[src/hdl/timer_ext_irq_consts.svh]
// constants for the timer and external interrupt unit
// included by the unit module and the bench
`ifndef TIMER_EXT_IRQ_CONSTS_SVH
`define TIMER_EXT_IRQ_CONSTS_SVH

`define OFS_CTRL        8'h00
`define OFS_COUNT       8'h04
`define OFS_RELOAD      8'h08
`define OFS_STATUS      8'h0C
`define OFS_ALLOW       8'h10

`define BIT_EXT_EN      0
`define BIT_TMR_EN      1
`define BIT_LEVEL       2
`define BIT_RUN         3
`define BIT_PWM         4
`define BIT_DIV2        5
`define BIT_DIV5        6
`define BIT_DIV20       7

`define CTRL_RST        8'h00
`define COUNT_RST       8'h00
`define VEC_TIMER       12'h020
`define VEC_EXT         12'h0A0
`define PHI_DIV         4'h2
`define RESP_OKAY       2'h0
`define RESP_SLVERR     2'h2

`endif

[src/hdl/timer_ext_irq_pkg.sv]
// types shared by the timer and external interrupt unit
// no clock or reset assumptions
package timer_ext_irq_pkg;
  typedef enum logic [1:0] {MODE_INTERVAL, MODE_PWM, MODE_EVENT} timer_mode_e;
  typedef enum logic [1:0] {ST_IDLE, ST_VECTOR, ST_ACK} irq_state_e;
endpackage

[src/hdl/prescaler.sv]
// phase clock prescaler, divide by 2, 5, 20 and their products
// runs on phase enable pulses from the parent, cleared synchronously
`timescale 1ns/1ps
module prescaler
(
  input  wire logic       aclk,
  input  wire logic       aresetn,
  input  wire logic       phi_en,
  input  wire logic       run,
  input  wire logic       clr,
  input  wire logic [2:0] sel,
  output logic            tick
);
  logic [7:0] div;
  logic [7:0] cnt;

  always_comb
  begin
    div = 8'h01;
    if (sel[0])
      div = 8'h02;
    if (sel[1])
      div = 8'(div * 8'h05);
    if (sel[2])
      div = 8'(div * 8'h14);
  end

  // intermediate count stays internal, no read path
  always_ff @(posedge aclk)
  begin
    if (!aresetn || clr)
      cnt <= 8'h00;
    else if (phi_en && run)
      cnt <= (cnt == 8'(div - 8'h01)) ? 8'h00 : 8'(cnt + 8'h01);
  end

  assign tick = phi_en && run && !clr && (cnt == 8'(div - 8'h01));
endmodule

[src/hdl/timer_ext_interrupt_unit.sv]
// 8-bit down timer with reload, event pin and vectored interrupt requests
// AXI4-Lite slave; core handshake and event pin synchronous to aclk
`timescale 1ns/1ps
`include "timer_ext_irq_consts.svh"
module timer_ext_interrupt_unit
(
  input  wire logic        aclk,
  input  wire logic        aresetn,
  input  wire logic [7:0]  s_axi_awaddr,
  input  wire logic        s_axi_awvalid,
  output logic             s_axi_awready,
  input  wire logic [31:0] s_axi_wdata,
  input  wire logic [3:0]  s_axi_wstrb,
  input  wire logic        s_axi_wvalid,
  output logic             s_axi_wready,
  output logic [1:0]       s_axi_bresp,
  output logic             s_axi_bvalid,
  input  wire logic        s_axi_bready,
  input  wire logic [7:0]  s_axi_araddr,
  input  wire logic        s_axi_arvalid,
  output logic             s_axi_arready,
  output logic [31:0]      s_axi_rdata,
  output logic [1:0]       s_axi_rresp,
  output logic             s_axi_rvalid,
  input  wire logic        s_axi_rready,
  input  wire logic        event_pin,
  input  wire logic        instr_done,
  input  wire logic [15:0] return_addr,
  output logic             irq_pending,
  output logic             vector_valid,
  output logic [11:0]      vector_data,
  output logic [15:0]      stack_reg,
  output timer_ext_irq_pkg::irq_state_e irq_state
);
  import timer_ext_irq_pkg::*;

  logic [7:0]  timer_irq_control_port;
  logic [7:0]  cnt;
  logic [7:0]  reload;
  logic        global_irq_allow_bit;
  logic        tmr_latch;
  logic        ext_latch;
  logic [3:0]  phi_cnt;
  logic        phi_en;
  logic        pin_q;
  logic        act_q;
  logic        act;
  logic        rise;
  logic        fall;
  logic        tick;
  logic        dec;
  logic        pre_run;
  logic        pre_clr;
  logic        tmr_req;
  logic        ext_req;
  logic        serve_tmr;
  logic        aw_held;
  logic        w_held;
  logic [7:0]  aw_addr;
  logic [31:0] w_data;
  logic [3:0]  w_strb;
  logic        wr_go;
  logic        cnt_wr;
  logic        ack_tmr;
  logic        ack_ext;
  timer_mode_e mode;

  // phase clock enable divider
  always_ff @(posedge aclk)
  begin
    if (!aresetn)
      phi_cnt <= 4'h0;
    else
      phi_cnt <= (phi_cnt == 4'(`PHI_DIV - 4'h1)) ? 4'h0 : 4'(phi_cnt + 4'h1);
  end
  assign phi_en = (phi_cnt == 4'h0);

  always_comb
  begin
    if (timer_irq_control_port[`BIT_PWM])
      mode = MODE_PWM;
    else if (timer_irq_control_port[`BIT_DIV20:`BIT_DIV2] == 3'h0)
      mode = MODE_EVENT;
    else
      mode = MODE_INTERVAL;
  end

  // pin level select, sampled per phase clock
  always_ff @(posedge aclk)
  begin
    if (!aresetn)
    begin
      pin_q <= 1'b0;
      // low pin with level bit clear reads active, so no false edge after reset
      act_q <= 1'b1;
    end
    else if (phi_en)
    begin
      pin_q <= event_pin;
      act_q <= act;
    end
  end
  // one sample per phase clock relies on the source's two-period minimum
  assign act  = pin_q ~^ timer_irq_control_port[`BIT_LEVEL];
  assign rise = phi_en && act && !act_q;
  assign fall = phi_en && !act && act_q;

  assign pre_run = timer_irq_control_port[`BIT_RUN] && (mode != MODE_EVENT)
                   && (mode != MODE_PWM || act);
  assign pre_clr = !pre_run || cnt_wr;

  prescaler prescaler_inst
  (
    .aclk    (aclk),
    .aresetn (aresetn),
    .phi_en  (phi_en),
    .run     (pre_run),
    .clr     (pre_clr),
    .sel     (timer_irq_control_port[`BIT_DIV20:`BIT_DIV2]),
    .tick    (tick)
  );

  assign dec = timer_irq_control_port[`BIT_RUN]
               && ((mode == MODE_EVENT) ? rise : tick);

  // bus writes load counter and reload; a decrement at 1 reloads the counter
  always_ff @(posedge aclk)
  begin
    if (!aresetn)
    begin
      cnt    <= `COUNT_RST;
      reload <= `COUNT_RST;
    end
    else if (cnt_wr)
    begin
      cnt    <= w_data[7:0];
      reload <= w_data[7:0];
    end
    else if (dec)
      cnt <= (cnt == 8'h01) ? reload : 8'(cnt - 8'h01);
  end

  // timer latch set, wins over ack
  always_ff @(posedge aclk)
  begin
    if (!aresetn)
      tmr_latch <= 1'b0;
    else if (cnt_wr)
      tmr_latch <= 1'b0;
    else if (dec && cnt == 8'h01)
      tmr_latch <= 1'b1;
    else if (ack_tmr)
      tmr_latch <= 1'b0;
  end

  always_ff @(posedge aclk)
  begin
    if (!aresetn)
      ext_latch <= 1'b0;
    else if (!timer_irq_control_port[`BIT_EXT_EN])
      ext_latch <= 1'b0;
    else if ((mode == MODE_PWM) ? fall : rise)
      ext_latch <= 1'b1;
    else if (ack_ext)
      ext_latch <= 1'b0;
  end

  assign tmr_req     = tmr_latch && timer_irq_control_port[`BIT_TMR_EN];
  assign ext_req     = ext_latch && timer_irq_control_port[`BIT_EXT_EN];
  assign irq_pending = tmr_req || ext_req;
  assign ack_tmr     = (irq_state == ST_ACK) && serve_tmr;
  assign ack_ext     = (irq_state == ST_ACK) && !serve_tmr;

  // service sequence: take, present vector, acknowledge
  always_ff @(posedge aclk)
  begin
    if (!aresetn)
    begin
      irq_state    <= ST_IDLE;
      serve_tmr    <= 1'b0;
      vector_valid <= 1'b0;
      vector_data  <= 12'h000;
      stack_reg    <= 16'h0000;
    end
    else
    begin
      vector_valid <= 1'b0;
      case (irq_state)
        ST_IDLE:
        begin
          // take at instruction end when allowed
          if (instr_done && global_irq_allow_bit && irq_pending)
          begin
            serve_tmr    <= tmr_req;
            vector_data  <= tmr_req ? `VEC_TIMER : `VEC_EXT;
            vector_valid <= 1'b1;
            irq_state    <= ST_VECTOR;
          end
        end
        ST_VECTOR:
        begin
          stack_reg <= return_addr;
          irq_state <= ST_ACK;
        end
        ST_ACK:
          irq_state <= ST_IDLE;
        default:
          irq_state <= ST_IDLE;
      endcase
    end
  end

  // write channel; address and data accepted in either order
  assign s_axi_awready = !aw_held;
  assign s_axi_wready  = !w_held;
  assign wr_go         = aw_held && w_held && !s_axi_bvalid;
  assign cnt_wr        = wr_go && (aw_addr == `OFS_COUNT) && w_strb[0];

  always_ff @(posedge aclk)
  begin
    if (!aresetn)
    begin
      aw_held      <= 1'b0;
      w_held       <= 1'b0;
      aw_addr      <= 8'h00;
      w_data       <= 32'h00000000;
      w_strb       <= 4'h0;
      s_axi_bvalid <= 1'b0;
      s_axi_bresp  <= `RESP_OKAY;
    end
    else
    begin
      if (s_axi_awvalid && !aw_held)
      begin
        aw_held <= 1'b1;
        aw_addr <= s_axi_awaddr;
      end
      if (s_axi_wvalid && !w_held)
      begin
        w_held <= 1'b1;
        w_data <= s_axi_wdata;
        w_strb <= s_axi_wstrb;
      end
      if (wr_go)
      begin
        aw_held      <= 1'b0;
        w_held       <= 1'b0;
        s_axi_bvalid <= 1'b1;
        if (aw_addr == `OFS_CTRL || aw_addr == `OFS_COUNT || aw_addr == `OFS_ALLOW)
          s_axi_bresp <= `RESP_OKAY;
        else
          s_axi_bresp <= `RESP_SLVERR;
      end
      else if (s_axi_bready)
        s_axi_bvalid <= 1'b0;
    end
  end

  always_ff @(posedge aclk)
  begin
    if (!aresetn)
    begin
      timer_irq_control_port <= `CTRL_RST;
      global_irq_allow_bit   <= 1'b0;
    end
    else if (wr_go && w_strb[0])
    begin
      if (aw_addr == `OFS_CTRL)
        timer_irq_control_port <= w_data[7:0];
      else if (aw_addr == `OFS_ALLOW)
        global_irq_allow_bit <= w_data[0];
    end
  end

  // read channel, one outstanding read
  assign s_axi_arready = !s_axi_rvalid;
  always_ff @(posedge aclk)
  begin
    if (!aresetn)
    begin
      s_axi_rvalid <= 1'b0;
      s_axi_rdata  <= 32'h00000000;
      s_axi_rresp  <= `RESP_OKAY;
    end
    else if (s_axi_arvalid && !s_axi_rvalid)
    begin
      s_axi_rvalid <= 1'b1;
      s_axi_rresp  <= `RESP_OKAY;
      // read has no side effect on counting
      if (s_axi_araddr == `OFS_CTRL)
        s_axi_rdata <= {24'h000000, timer_irq_control_port};
      else if (s_axi_araddr == `OFS_COUNT)
        s_axi_rdata <= {24'h000000, cnt};
      else if (s_axi_araddr == `OFS_RELOAD)
        s_axi_rdata <= {24'h000000, reload};
      else if (s_axi_araddr == `OFS_STATUS)
        s_axi_rdata <= {28'h0000000, global_irq_allow_bit, pin_q, tmr_latch, ext_latch};
      else if (s_axi_araddr == `OFS_ALLOW)
        s_axi_rdata <= {31'h00000000, global_irq_allow_bit};
      else
      begin
        s_axi_rdata <= 32'h00000000;
        s_axi_rresp <= `RESP_SLVERR;
      end
    end
    else if (s_axi_rready)
      s_axi_rvalid <= 1'b0;
  end

  property p_wrap;
    @(posedge aclk) disable iff (!aresetn)
    (dec && !cnt_wr && cnt == 8'h01) |=> (cnt == $past(reload)) && tmr_latch;
  endproperty
  a_wrap: assert property (p_wrap) else $error("wrap to reload failed");

  property p_load;
    @(posedge aclk) disable iff (!aresetn)
    cnt_wr |=> (cnt == $past(w_data[7:0])) && (reload == cnt) && !tmr_latch;
  endproperty
  a_load: assert property (p_load) else $error("counter load wrong");

  property p_stop;
    @(posedge aclk) disable iff (!aresetn)
    (!timer_irq_control_port[`BIT_RUN] && !cnt_wr) |=> $stable(cnt);
  endproperty
  a_stop: assert property (p_stop) else $error("counter moved while stopped");

  property p_pwm_hold;
    @(posedge aclk) disable iff (!aresetn)
    (mode == MODE_PWM && !act && !cnt_wr) |=> $stable(cnt);
  endproperty
  a_pwm_hold: assert property (p_pwm_hold) else $error("count with pin inactive");

  property p_event_dec;
    @(posedge aclk) disable iff (!aresetn)
    (mode == MODE_EVENT && timer_irq_control_port[`BIT_RUN] && rise && !cnt_wr
     && cnt != 8'h01) |=> cnt == 8'($past(cnt) - 8'h01);
  endproperty
  a_event_dec: assert property (p_event_dec) else $error("event decrement missed");

  property p_ext_drop;
    @(posedge aclk) disable iff (!aresetn)
    !timer_irq_control_port[`BIT_EXT_EN] |=> !ext_latch;
  endproperty
  a_ext_drop: assert property (p_ext_drop) else $error("ext latch kept");

  property p_trail;
    @(posedge aclk) disable iff (!aresetn)
    (mode == MODE_PWM && fall && timer_irq_control_port[`BIT_EXT_EN]) |=> ext_latch;
  endproperty
  a_trail: assert property (p_trail) else $error("trailing edge not latched");

  property p_prio;
    @(posedge aclk) disable iff (!aresetn)
    (irq_state == ST_IDLE && instr_done && global_irq_allow_bit && tmr_req)
      |=> vector_valid && vector_data == `VEC_TIMER ##2 irq_state == ST_IDLE;
  endproperty
  a_prio: assert property (p_prio) else $error("timer vector not first");

  property p_hold;
    @(posedge aclk) disable iff (!aresetn)
    (irq_state == ST_IDLE && !global_irq_allow_bit) |=> irq_state == ST_IDLE;
  endproperty
  a_hold: assert property (p_hold) else $error("taken while not allowed");

  property p_reset;
    @(posedge aclk)
    !aresetn |=> timer_irq_control_port == `CTRL_RST && cnt == `COUNT_RST
                 && !global_irq_allow_bit;
  endproperty
  a_reset: assert property (p_reset) else $error("reset values wrong");
endmodule

[config.mk]
export PLATFORM = sky130hd
export DESIGN_NAME = timer_ext_interrupt_unit
export DESIGN_NICKNAME = d
export VERILOG_FILES = /design/src/hdl/timer_ext_irq_pkg.sv /design/src/hdl/prescaler.sv /design/src/hdl/timer_ext_interrupt_unit.sv
export VERILOG_INCLUDE_DIRS = /design/src /design/src/hdl
export SDC_FILE = /design/constraint.sdc
export NUM_CORES = 1
export LEC_CHECK = 0
export BUFFER_PORTS_ARGS = -buffer_cell sky130_fd_sc_hd__buf_2
export CAP_MARGIN = 40
export CORE_ASPECT_RATIO = 1.2
export CORE_MARGIN = 10
export CORE_UTILIZATION = 45
export CTS_BUF_LIST = sky130_fd_sc_hd__clkbuf_4 sky130_fd_sc_hd__clkbuf_8
export CTS_CLUSTER_DIAMETER = 80
export CTS_CLUSTER_SIZE = 40
export DETAILED_ROUTE_END_ITERATION = 10
export MAX_ROUTING_LAYER = met4
export PLACE_DENSITY = 0.72
export REMOVE_ABC_BUFFERS = 1
export SYNTH_ARGS = -nofsm -noshare
export SYNTH_HDL_FRONTEND = slang
export SYNTH_HIERARCHICAL = 1
export SYNTH_SLANG_ARGS = --single-unit
[constraint.sdc]
create_clock -name aclk -period 3.59 [get_ports aclk]
set_clock_uncertainty 0.15 [all_clocks]
set_input_delay 0.359 -clock aclk [delete_from_list [all_inputs] [get_ports aclk]]
set_output_delay 0.359 -clock aclk [all_outputs]
set_load 0.01 [all_outputs]
==> results of run 1 <==
-- power groups by stage --
stage | logic (mW) | registers [mW] | clock network, mW
floorplan | 0.106 | 1.11 | 0
global placement | 0.173 | 1.11 | 0
detailed placement | 0.179 | 1.11 | 0
CTS | 0.181 | 1.09 | 0.756
global route | 0.204 | 1.09 | 0.800
finish | 0.181 | 1.09 | 0.730
-- repair_timing --
action	in CTS	in global routing
endpoints found under the setup margin	0	1
gates resized for setup	0	1
hold buffers	0	0
-- cells in the final DEF, fill, tap and decap left out, drive strengths merged, types with 12 or more instances in the layout --
cell type    n
a21boi      43
buf         95
clkbuf      12
conb        36
dfxtp       94
ha          12
inv         17
mux2i       26
nand2      101
nor2        26
nor2b       20
nor3        13
o21ai       18
-- critical path, delay by kind of cell (launching register included) --
| family | cells | cell delay (ps) |
|---|---|---|
| adder cells (fa/ha/maj) | 1 | 320 |
| AND/OR/NAND/NOR | 5 | 1740 |
| AO/OA/AOI/OAI | 4 | 490 |
| flip-flops | 1 | 500 |
-- final timing paths --
path                                          startpoint                           to  depth (start not counted)
setup reg to reg  timer_irq_control_port[6]$_SDFFE_PN0P_          cnt[7]$_SDFFE_PN0P_                         10
hold reg to reg              s_axi_rdata[5]$_SDFFE_PN0P_  s_axi_rdata[5]$_SDFFE_PN0P_                          2
hold / removal                             s_axi_awvalid         aw_held$_SDFFE_PP0P_                          3
setup / recovery  timer_irq_control_port[6]$_SDFFE_PN0P_          cnt[7]$_SDFFE_PN0P_                         10
-- final cells by class --
class | count | area, um^2 | share of cell area, %
Timing Repair Buffer | 95 | 498.0 | 9.143
Clock buffer | 12 | 165.2 | 3.032
Sequential cell | 94 | 1882 | 34.55
Tap cell | 129 | 161.4 | 2.963
Inverter | 17 | 63.81 | 1.172
Clock inverter | 3 | 42.54 | 0.7811
Multi-Input combinational cell | 421 | 2634 | 48.36
-- kinds of logic (layout without fill, tap and decap cells) --
group | after synthesis | after routing | share of synthesized area (%)
XOR/XNOR | 14 | 14 | 2.534
buffers and inverters | 80 | 127 | 9.516
AND/OR/NAND/NOR | 229 | 229 | 24.08
adder cells (fa/ha/maj) | 12 | 12 | 3.103
AO/OA/AOI/OAI | 101 | 101 | 14.95
multiplexers | 29 | 29 | 6.853
other | 1 | 36 | 0.07751
flip-flops | 94 | 94 | 38.89
-- through the flow --
step	instances	util (%)
after floorplan	532	-
after global placement	755	49.68
after detailed placement	756	49.76
after CTS	771	51.73
after global routing	771	51.79
final	771	51.79
-- layer usage --
metal  global-route usage (%)  wire, um
met5                        -         0
met1                    18.02      4900
met2                    24.86      5688
met3                    4.268       700
met4                    5.230        96
==> out/summary.txt, run 1 <==
Die area = 15320 um^2
Switching Fraction = 24.19%
Final setup vio count = 0
Reg power frac = 54.4%
RePlAce Congestion = 0.8992
WP data required = 3740 ps
Post-synth EDFFs = 0
Die W = 114.7 um
Area growth from synthesis to layout = 12.57%
Worst endpoint data arrival time = 3430 ps
Post-synthesis cell area = 4838 um^2
Ys async rst share = 0%
DR vias/cell = 5.150
Count of nets after finishing = 727
Worst setup EP type = flop
DP HPWL = 8699 um
Post-DR wirelength/cell = 14.77 um
Layout cells sized above 1 = 19.63%
CTS tree = built
Leakage power = 2.285 nW
Status = finished, final reports clean
Period utilization = 91.12%
Vias in the first global route = 3871
Unrepaired setup endpoints after global routing = false
Sw Pwr = 0.4835 mW
First-pass GRT wire length = 19020 um
Synth Register Bits = 94
Via count = 3971
Largest cells by area after synthesis = dfxtp_1 39%, nand2_1 7.8%, a21boi_0 6.7%
Clock share of power = 36.5%
Synth Instances = 560
Die extent in y = 133.6 um
Synth cell types = 59
Kind of critical path = reg -> reg
TNS Setup = 0 ps
Ordered cell list for the critical path = ha_1, or4bb_1, a31oi_1, a31oi_1, nor4_4, nor2b_1, and3_1, a31oi_4, or4_1, a31oi_1
Fin worst setup slack = 318.6 ps
CTS H-tree depth = 3
Max reg flops = 16
Final hold vios = 0
Internal = 1.516 mW
Total Routing Usage GR = 15.44%
Fillers = 994
Post-DRT Antenna Nets = 0
Crit path time final = 3271 ps
Top cell type's share of synthesized area = 38.89%
Startpoint Class = flop
F_max = 305.7 MHz
PnR Total Power = 1.999 mW
Cell Rows = 41
Worst hold slack = 48.33 ps
Syn Area/Cell = 8.640 um^2
Cell area after layout = 5446 um^2
# port buffers = 86
Placed cell area = 5233 um^2
Antenna violations before repair = 0
Synth Flop Type = dfxtp_1
Skew-Pair Late Insertion Delay = 370 ps
Ys Warns = 6
Worst-case clock buffer depth = 2
Max-cap violations = 0
Slew HR = 43.01%
Diodes inserted = 0
Root buf cell = clkbuf_8
Worst reg2reg setup slack = 320 ps
Initial Util = 46.01%
Worst path max stage delay = 540 ps
Pre-CTS setup slack = 353.3 ps
Clock sink total = 94
Least-Margin Pin Slew = 853.0 ps
Combinational group share of total power = 9.0%
Post-synth top area cell = dfxtp_1
Most used cell, CP = a31oi_1
Crit path max fanout = 13
DRT Pass-1 Iters = 4
Largest net degree at the start of global routing = 59
Num CTS Buffers = 9
Total gr overflow = 0
Final slew viol count = 0
DR iter-0 viols = 212
Seq/Total Area, Yosys = 38.89%
Core Area = 10520 um^2
Hold Crit Class = in -> reg
Max IR drop VDD = 0.2303 mV
Total wire length = 11390 um
P per Cell Area = 367.0 nW/um^2
Most common cell in the netlist = nand2_1
Post-CTS Setup Repair Bufs = 0
DRC = 0
Slowest-stage cell, CP = or4_1
Worst-path clk slew = 80 ps
Io pins = 150
Post-synth top cells = 101 x nand2_1, 94 x dfxtp_1, 43 x a21boi_0
Power figures use the tool's default switching activity.
==> inputs of run 2 (changes only) <==
--- a/config.mk
+++ b/config.mk
@@ -10,13 +10,13 @@
 export CAP_MARGIN = 40
 export CORE_ASPECT_RATIO = 1.2
 export CORE_MARGIN = 10
-export CORE_UTILIZATION = 45
+export CORE_UTILIZATION = 53
 export CTS_BUF_LIST = sky130_fd_sc_hd__clkbuf_4 sky130_fd_sc_hd__clkbuf_8
 export CTS_CLUSTER_DIAMETER = 80
 export CTS_CLUSTER_SIZE = 40
 export DETAILED_ROUTE_END_ITERATION = 10
 export MAX_ROUTING_LAYER = met4
-export PLACE_DENSITY = 0.72
+export PLACE_DENSITY = 0.82
 export REMOVE_ABC_BUFFERS = 1
 export SYNTH_ARGS = -nofsm -noshare
 export SYNTH_HDL_FRONTEND = slang
==> run 2 against run 1 <==
Highest routed layer unchanged. Routed wire length decreased by 2.2%. Worst setup slack got worse by 39 ps. Sequential power hardly changed. Worst hold slack better by 14 ps. Fmax fell by 1.2%. Count of clock-buffer cells in the layout shrank 2. Clock power fell by 10%.
==> out/summary.txt, run 2 (same netlist as run 1, synthesis figures left out) <==
Via count = 3958 (-0.33%)
Layout cells sized above 1 = 19.60% (-0.031 points)
DP HPWL = 8616 um (-0.95%)
Clock sink total = 94 (unchanged)
Io pins = 150 (unchanged)
Most frequent cells in the layout = 101 x nand2_1, 94 x dfxtp_1, 86 x buf_2
Largest net degree at the start of global routing = 53 (-10%)
Leakage power = 2.264 nW (-0.91%)
Initial Util = 53.84% (+7.8 points)
Worst-path clk slew = 90 ps (about the same)
Post-DRT Antenna Nets = 0 (unchanged)
Max reg flops = 16 (unchanged)
Worst path max stage delay = 550 ps (about the same)
Startpoint Class = flop
Max-cap violations = 0 (unchanged)
TNS Setup = 0 ps (unchanged)
Cts hold-fix bufs = 0 (unchanged)
Max IR drop VDD = 0.2748 mV (+19%)
Die extent in y = 124.7 um (-6.7%)
Root buf cell = clkbuf_8
DRC = 0 (unchanged)
RePlAce Congestion = 0.9061 (+0.77%)
P per Cell Area = 355.5 nW/um^2 (-3.1%)
Cts repair resizes = 0 (unchanged)
Core Area = 8986 um^2 (-15%)
Worst hold path depth = 3 (unchanged)
F_max = 302.1 MHz (-1.2%)
Diodes inserted = 0 (unchanged)
Final slew viol count = 0 (unchanged)
Commonest non-fill, non-tap cell in the layout = nand2_1
Worst reg2reg setup slack = 280 ps (-40 ps)
First-pass GRT wire length = 18320 um (-3.7%)
Period utilization = 92.20% (+1.1 points)
Kind of critical path = reg -> reg
Skew-Pair Late Insertion Delay = 370 ps (about the same)
Crit path max fanout = 17 (+4)
CTS H-tree depth = 3 (unchanged)
Post-CTS Setup Repair Bufs = 0 (unchanged)
DR iter-0 viols = 209 (-1.4%)
# port buffers = 86 (unchanged)
Status = finished, final reports clean
Slew HR = 43.56% (+0.55 points)
Final hold vios = 0 (unchanged)
Area growth from synthesis to layout = 11.69%
Ordered cell list for the critical path = inv_1, ha_1, nor4b_1, nor4_1, xnor2_1, nor4_4, nor2b_1, and3_1, a31oi_4, or4_1, a31oi_1
Final setup vio count = 0 (unchanged)
Worst-case clock buffer depth = 2 (unchanged)
Slowest-stage cell, CP = or4_1
Worst endpoint data arrival time = 3460 ps (+30 ps)
Hold Crit Class = in -> reg
Crit path time final = 3310 ps (+38.53 ps)
Die area = 13370 um^2 (-13%)
Fillers = 811 (-18%)
Worst setup EP type = flop
Count of nets after finishing = 727 (unchanged)
CTS tree = built
DRT Pass-1 Iters = 4 (unchanged)
Die W = 107.2 um (-6.5%)
Reg2reg path depth = 11 (+1)
DR vias/cell = 5.187 (+0.72%)
Post-DR wirelength/cell = 14.59 um (-1.2%)
Num CTS Buffers = 9 (unchanged)
Vias in the first global route = 3920 (+1.3%)
Antenna violations before repair = 0 (unchanged)
Worst hold slack = 62.60 ps (+14.27 ps)
Total gr overflow = 0 (unchanged)
Total wire length = 11130 um (-2.2%)
Unrepaired setup endpoints after global routing = false
Cell Rows = 38 (-7.3%)
WP data required = 3740 ps (about the same)
Total Routing Usage GR = 16.84% (+1.4 points)
Least-Margin Pin Slew = 844.8 ps (-8.205 ps)
==> run 2: cell types whose count changed in the layout (fill, tap and decap cells not counted) <==
cell	previous run	this run
nor4b_2	1	0
inv_6	0	1
clkinvlp_4	1	3
bufinv_16	1	0
clkbuf_8	12	10
clkinv_4	0	1
nor4b_1	0	1
==> run 2: critical path, delay by kind of cell (launching register included) <==
family | cells | cell delay, ps
xor gates and xnor gates | 1 | 180
buffers and inverters | 1 | 110
and+or+nand+nor | 6 | 1770
AOI/OAI and AO/OA | 2 | 260
adders and majority gates | 1 | 270
DFF | 1 | 490
==> run 2: metrics by stage <==
| step | instance area, um^2 | cells | power, mW | setup slack, ps | util [%] |
|---|---|---|---|---|---|
| floorplan | 4573 | 532 | 1.214 | 356.0 | - |
| global placement | 5214 | 746 | 1.282 | 438.4 | 58.02 |
| detailed placement | 5221 | 747 | 1.290 | 314.6 | 58.10 |
| CTS | 5404 | 763 | 1.938 | 296.6 | 60.14 |
| global route | 5404 | 763 | 2.007 | 15.13 | 60.14 |
| finish | 5404 | 763 | 1.921 | 280.1 | 60.14 |
==> run 2: worst paths after layout <==
| path | start | end |
|---|---|---|
| worst max-delay path | timer_irq_control_port[5]$_SDFFE_PN0P_ | cnt[7]$_SDFFE_PN0P_ |
| worst min-delay path | s_axi_awvalid | aw_held$_SDFFE_PP0P_ |
| worst max register to register | timer_irq_control_port[5]$_SDFFE_PN0P_ | cnt[7]$_SDFFE_PN0P_ |
| worst min register to register | s_axi_rdata[6]$_SDFFE_PN0P_ | s_axi_rdata[6]$_SDFFE_PN0P_ |
==> run 2: power breakdown <==
group          internal (mW)  leakage (nW)  switching, mW
Clock                  0.273        0.0849          0.381
Sequential              1.07         0.762         0.0217
Combinational         0.0753          1.42          0.104
Total                   1.41          2.26          0.507
==> run 2: final cells by class <==
cell class	count	area [um^2]	share of cell area (%)
timing repair buffer	95	498.0	9.215
inverter	17	63.81	1.181
tap	120	150.1	2.778
sequential	94	1882	34.82
clock buffer	10	137.6	2.547
multi-input combinational	421	2628	48.62
clock inverter	6	45.04	0.8335
==> run 2: metal layers <==
layer,up-vias,GRT usage [%],routed length (um)
li1,2008,-,-
met1,1815,18.87,4650
met2,121,27.93,5458
met3,14,5.176,877
met4,0,5.028,148
met5,-,-,0
==> inputs of run 3 (changes only) <==
--- a/config.mk
+++ b/config.mk
@@ -8,15 +8,18 @@
 export LEC_CHECK = 0
 export BUFFER_PORTS_ARGS = -buffer_cell sky130_fd_sc_hd__buf_2
 export CAP_MARGIN = 40
+export CELL_PAD_IN_SITES_DETAIL_PLACEMENT = 0
+export CELL_PAD_IN_SITES_GLOBAL_PLACEMENT = 1
 export CORE_ASPECT_RATIO = 1.2
 export CORE_MARGIN = 10
-export CORE_UTILIZATION = 53
+export CORE_UTILIZATION = 39
 export CTS_BUF_LIST = sky130_fd_sc_hd__clkbuf_4 sky130_fd_sc_hd__clkbuf_8
 export CTS_CLUSTER_DIAMETER = 80
 export CTS_CLUSTER_SIZE = 40
 export DETAILED_ROUTE_END_ITERATION = 10
 export MAX_ROUTING_LAYER = met4
-export PLACE_DENSITY = 0.82
+export PLACE_DENSITY_LB_ADDON = 0.1
+export RECOVER_POWER = 25
 export REMOVE_ABC_BUFFERS = 1
 export SYNTH_ARGS = -nofsm -noshare
 export SYNTH_HDL_FRONTEND = slang
==> run 3 against run 2 <==
Critical path type unchanged. Sequential share of layout area is 0.19 points lower. Fmax is 1.9% higher. Largest power group unchanged. Critical path depth stayed put. The flow now finishes with violations (max-capacitance violations, max-slew violations).
==> out/summary.txt, run 3 (same netlist as run 1, synthesis figures left out) <==
Status = complete, but fails checks
Failing checks = max-capacitance violations, max-slew violations
DP HPWL = 8944 um (+3.8%)
Worst path max stage delay = 540 ps (about the same)
Ordered cell list for the critical path = or2_2, ha_1, nor4b_1, nor4_1, xnor2_1, nor4_4, nor2b_1, and3_1, a31oi_4, or4_1, a31oi_1
Commonest non-fill, non-tap cell in the layout = nand2_1
Cell Rows = 44 (+16%)
TNS Setup = 0 ps (unchanged)
Pre-CTS setup slack = 251.7 ps (-62.90 ps)
Leakage power = 2.142 nW (-5.4%)
DRC = 0 (unchanged)
Root buf cell = clkbuf_8
Met1 Track Usage GR = 17.43% (-1.4 points)
P per Cell Area = 365.2 nW/um^2 (+2.7%)
DR vias/cell = 4.932 (-4.9%)
Total gr overflow = 0 (unchanged)
Fin worst setup slack = 341.8 ps (+61.65 ps)
Final slew viol count = 39 (+39)
Crit path buf inv count = 0 (-1)
Crit path max fanout = 11 (-6)
Diodes inserted = 0 (unchanged)
M2 GR Usage = 21.68% (-6.3 points)
Max IR drop VDD = 0.1839 mV (-33%)
Vias in the first global route = 3902 (-0.46%)
Total Routing Usage GR = 14.15% (-2.7 points)
Die extent in y = 142.0 um (+14%)
Fillers = 1279 (+58%)
Slew HR = -3.188% (-47 points)
Largest net degree at the start of global routing = 43 (-19%)
WP data required = 3730 ps (about the same)
Hold Crit Class = in -> reg
F_max = 307.9 MHz (+1.9%)
Skew-Pair Late Insertion Delay = 360 ps (about the same)
Clock sink total = 94 (unchanged)
Final setup vio count = 0 (unchanged)
Crit path time final = 3248 ps (-61.65 ps)
Post-DRT Antenna Nets = 0 (unchanged)
Total wire length = 11890 um (+6.8%)
Num CTS Buffers = 9 (unchanged)
RePlAce Congestion = 0.7938 (-12%)
Post-CTS Setup Repair Bufs = 0 (unchanged)
Worst endpoint data arrival time = 3390 ps (-70 ps)
Initial Util = 39.95% (-14 points)
Max reg flops = 16 (unchanged)
# port buffers = 86 (unchanged)
CTS tree = built
Layout cells sized above 1 = 14.93% (-4.7 points)
Max-cap violations = 1 (+1)
Worst-path clk slew = 90 ps (about the same)
Final hold vios = 0 (unchanged)
Die area = 17280 um^2 (+29%)
Die W = 121.7 um (+13%)
DRT Pass-1 Iters = 4 (unchanged)
Met3 Resource Use GR = 3.732% (-1.4 points)
Worst-case clock buffer depth = 2 (unchanged)
Via count = 3965 (+0.18%)
Unrepaired setup endpoints after global routing = false
Family with the most delay on the worst path = simple AND/OR/NAND/NOR gates
Most frequent cells in the layout = 101 x nand2_1, 93 x dfxtp_1, 55 x buf_2
Slowest-stage cell, CP = or4_1
Period utilization = 90.48% (-1.7 points)
Post-DR wirelength/cell = 14.79 um (+1.4%)
DR iter-0 viols = 141 (-33%)
Io pins = 150 (unchanged)
Core Area = 12110 um^2 (+35%)
Antenna violations before repair = 0 (unchanged)
Startpoint Class = flop
Count of nets after finishing = 727 (unchanged)
Least-Margin Pin Slew = 1548 ps (+703.0 ps)
GR peak layer = met2
First-pass GRT wire length = 19400 um (+5.9%)
Worst setup EP type = flop
CTS H-tree depth = 3 (unchanged)
Area growth from synthesis to layout = 12.39%
Kind of critical path = reg -> reg
## run 3: metal layers
metal	share of wire (%)	up-vias	wire, um
met5	0	-	0
met4	1.7	0	197
met3	6.3	16	748
met2	46	113	5470
met1	46	1820	5477
li1	-	2016	-
## run 3: cell type report
| type | count | area [um^2] | area share (%) |
|---|---|---|---|
| tap | 161 | 201.4 | 3.705 |
| sequential | 94 | 1883 | 34.63 |
| clock inverter | 5 | 58.81 | 1.081 |
| inverter | 17 | 63.81 | 1.173 |
| timing repair buffer | 95 | 462.9 | 8.514 |
| clock buffer | 11 | 138.9 | 2.554 |
| multi-input combinational | 421 | 2629 | 48.34 |
## run 3: worst paths after layout
path                                                        startpoint  slack [ps]                   endpoint  cells past startpoint
worst max-delay path            timer_irq_control_port[7]$_SDFFE_PN0P_         340        cnt[7]$_SDFFE_PN0P_                     11
worst min-delay path                                     s_axi_awvalid          70       aw_held$_SDFFE_PP0P_                      3
worst max register to register  timer_irq_control_port[7]$_SDFFE_PN0P_         340        cnt[7]$_SDFFE_PN0P_                     11
worst min register to register               stack_reg[2]$_SDFFE_PN0N_         320  stack_reg[2]$_SDFFE_PN0N_                      2
## run 3: worst min-delay path: stages
cell	delay [ps]
buf_2	80
nor2_1	30
nor2_1	70
## run 3: repair_timing
item | in CTS | in global routing
gates resized for setup | 0 | 2
hold buffers | 0 | 0
setup endpoints to repair | 0 | 3
hold endpoints to repair | 0 | 0
## run 3: per-stage QoR
stage,instances,cell area [um^2],util [%],total power [mW],hold slack [ps]
finish,804,5438,44.90,1.986,70.10
global route,804,5438,44.90,2.087,70.88
CTS,804,5474,45.20,2.015,52.96
detailed placement,788,5276,43.56,1.294,308.2
global placement,787,5265,43.47,1.289,295.5
floorplan,532,4573,-,1.214,270.9
## run 3: where the power goes
group	switching (mW)	internal, mW	leakage, nW
sequential	0.0226	1.07	0.762
combinational	0.106	0.0752	1.28
clock	0.376	0.339	0.0968
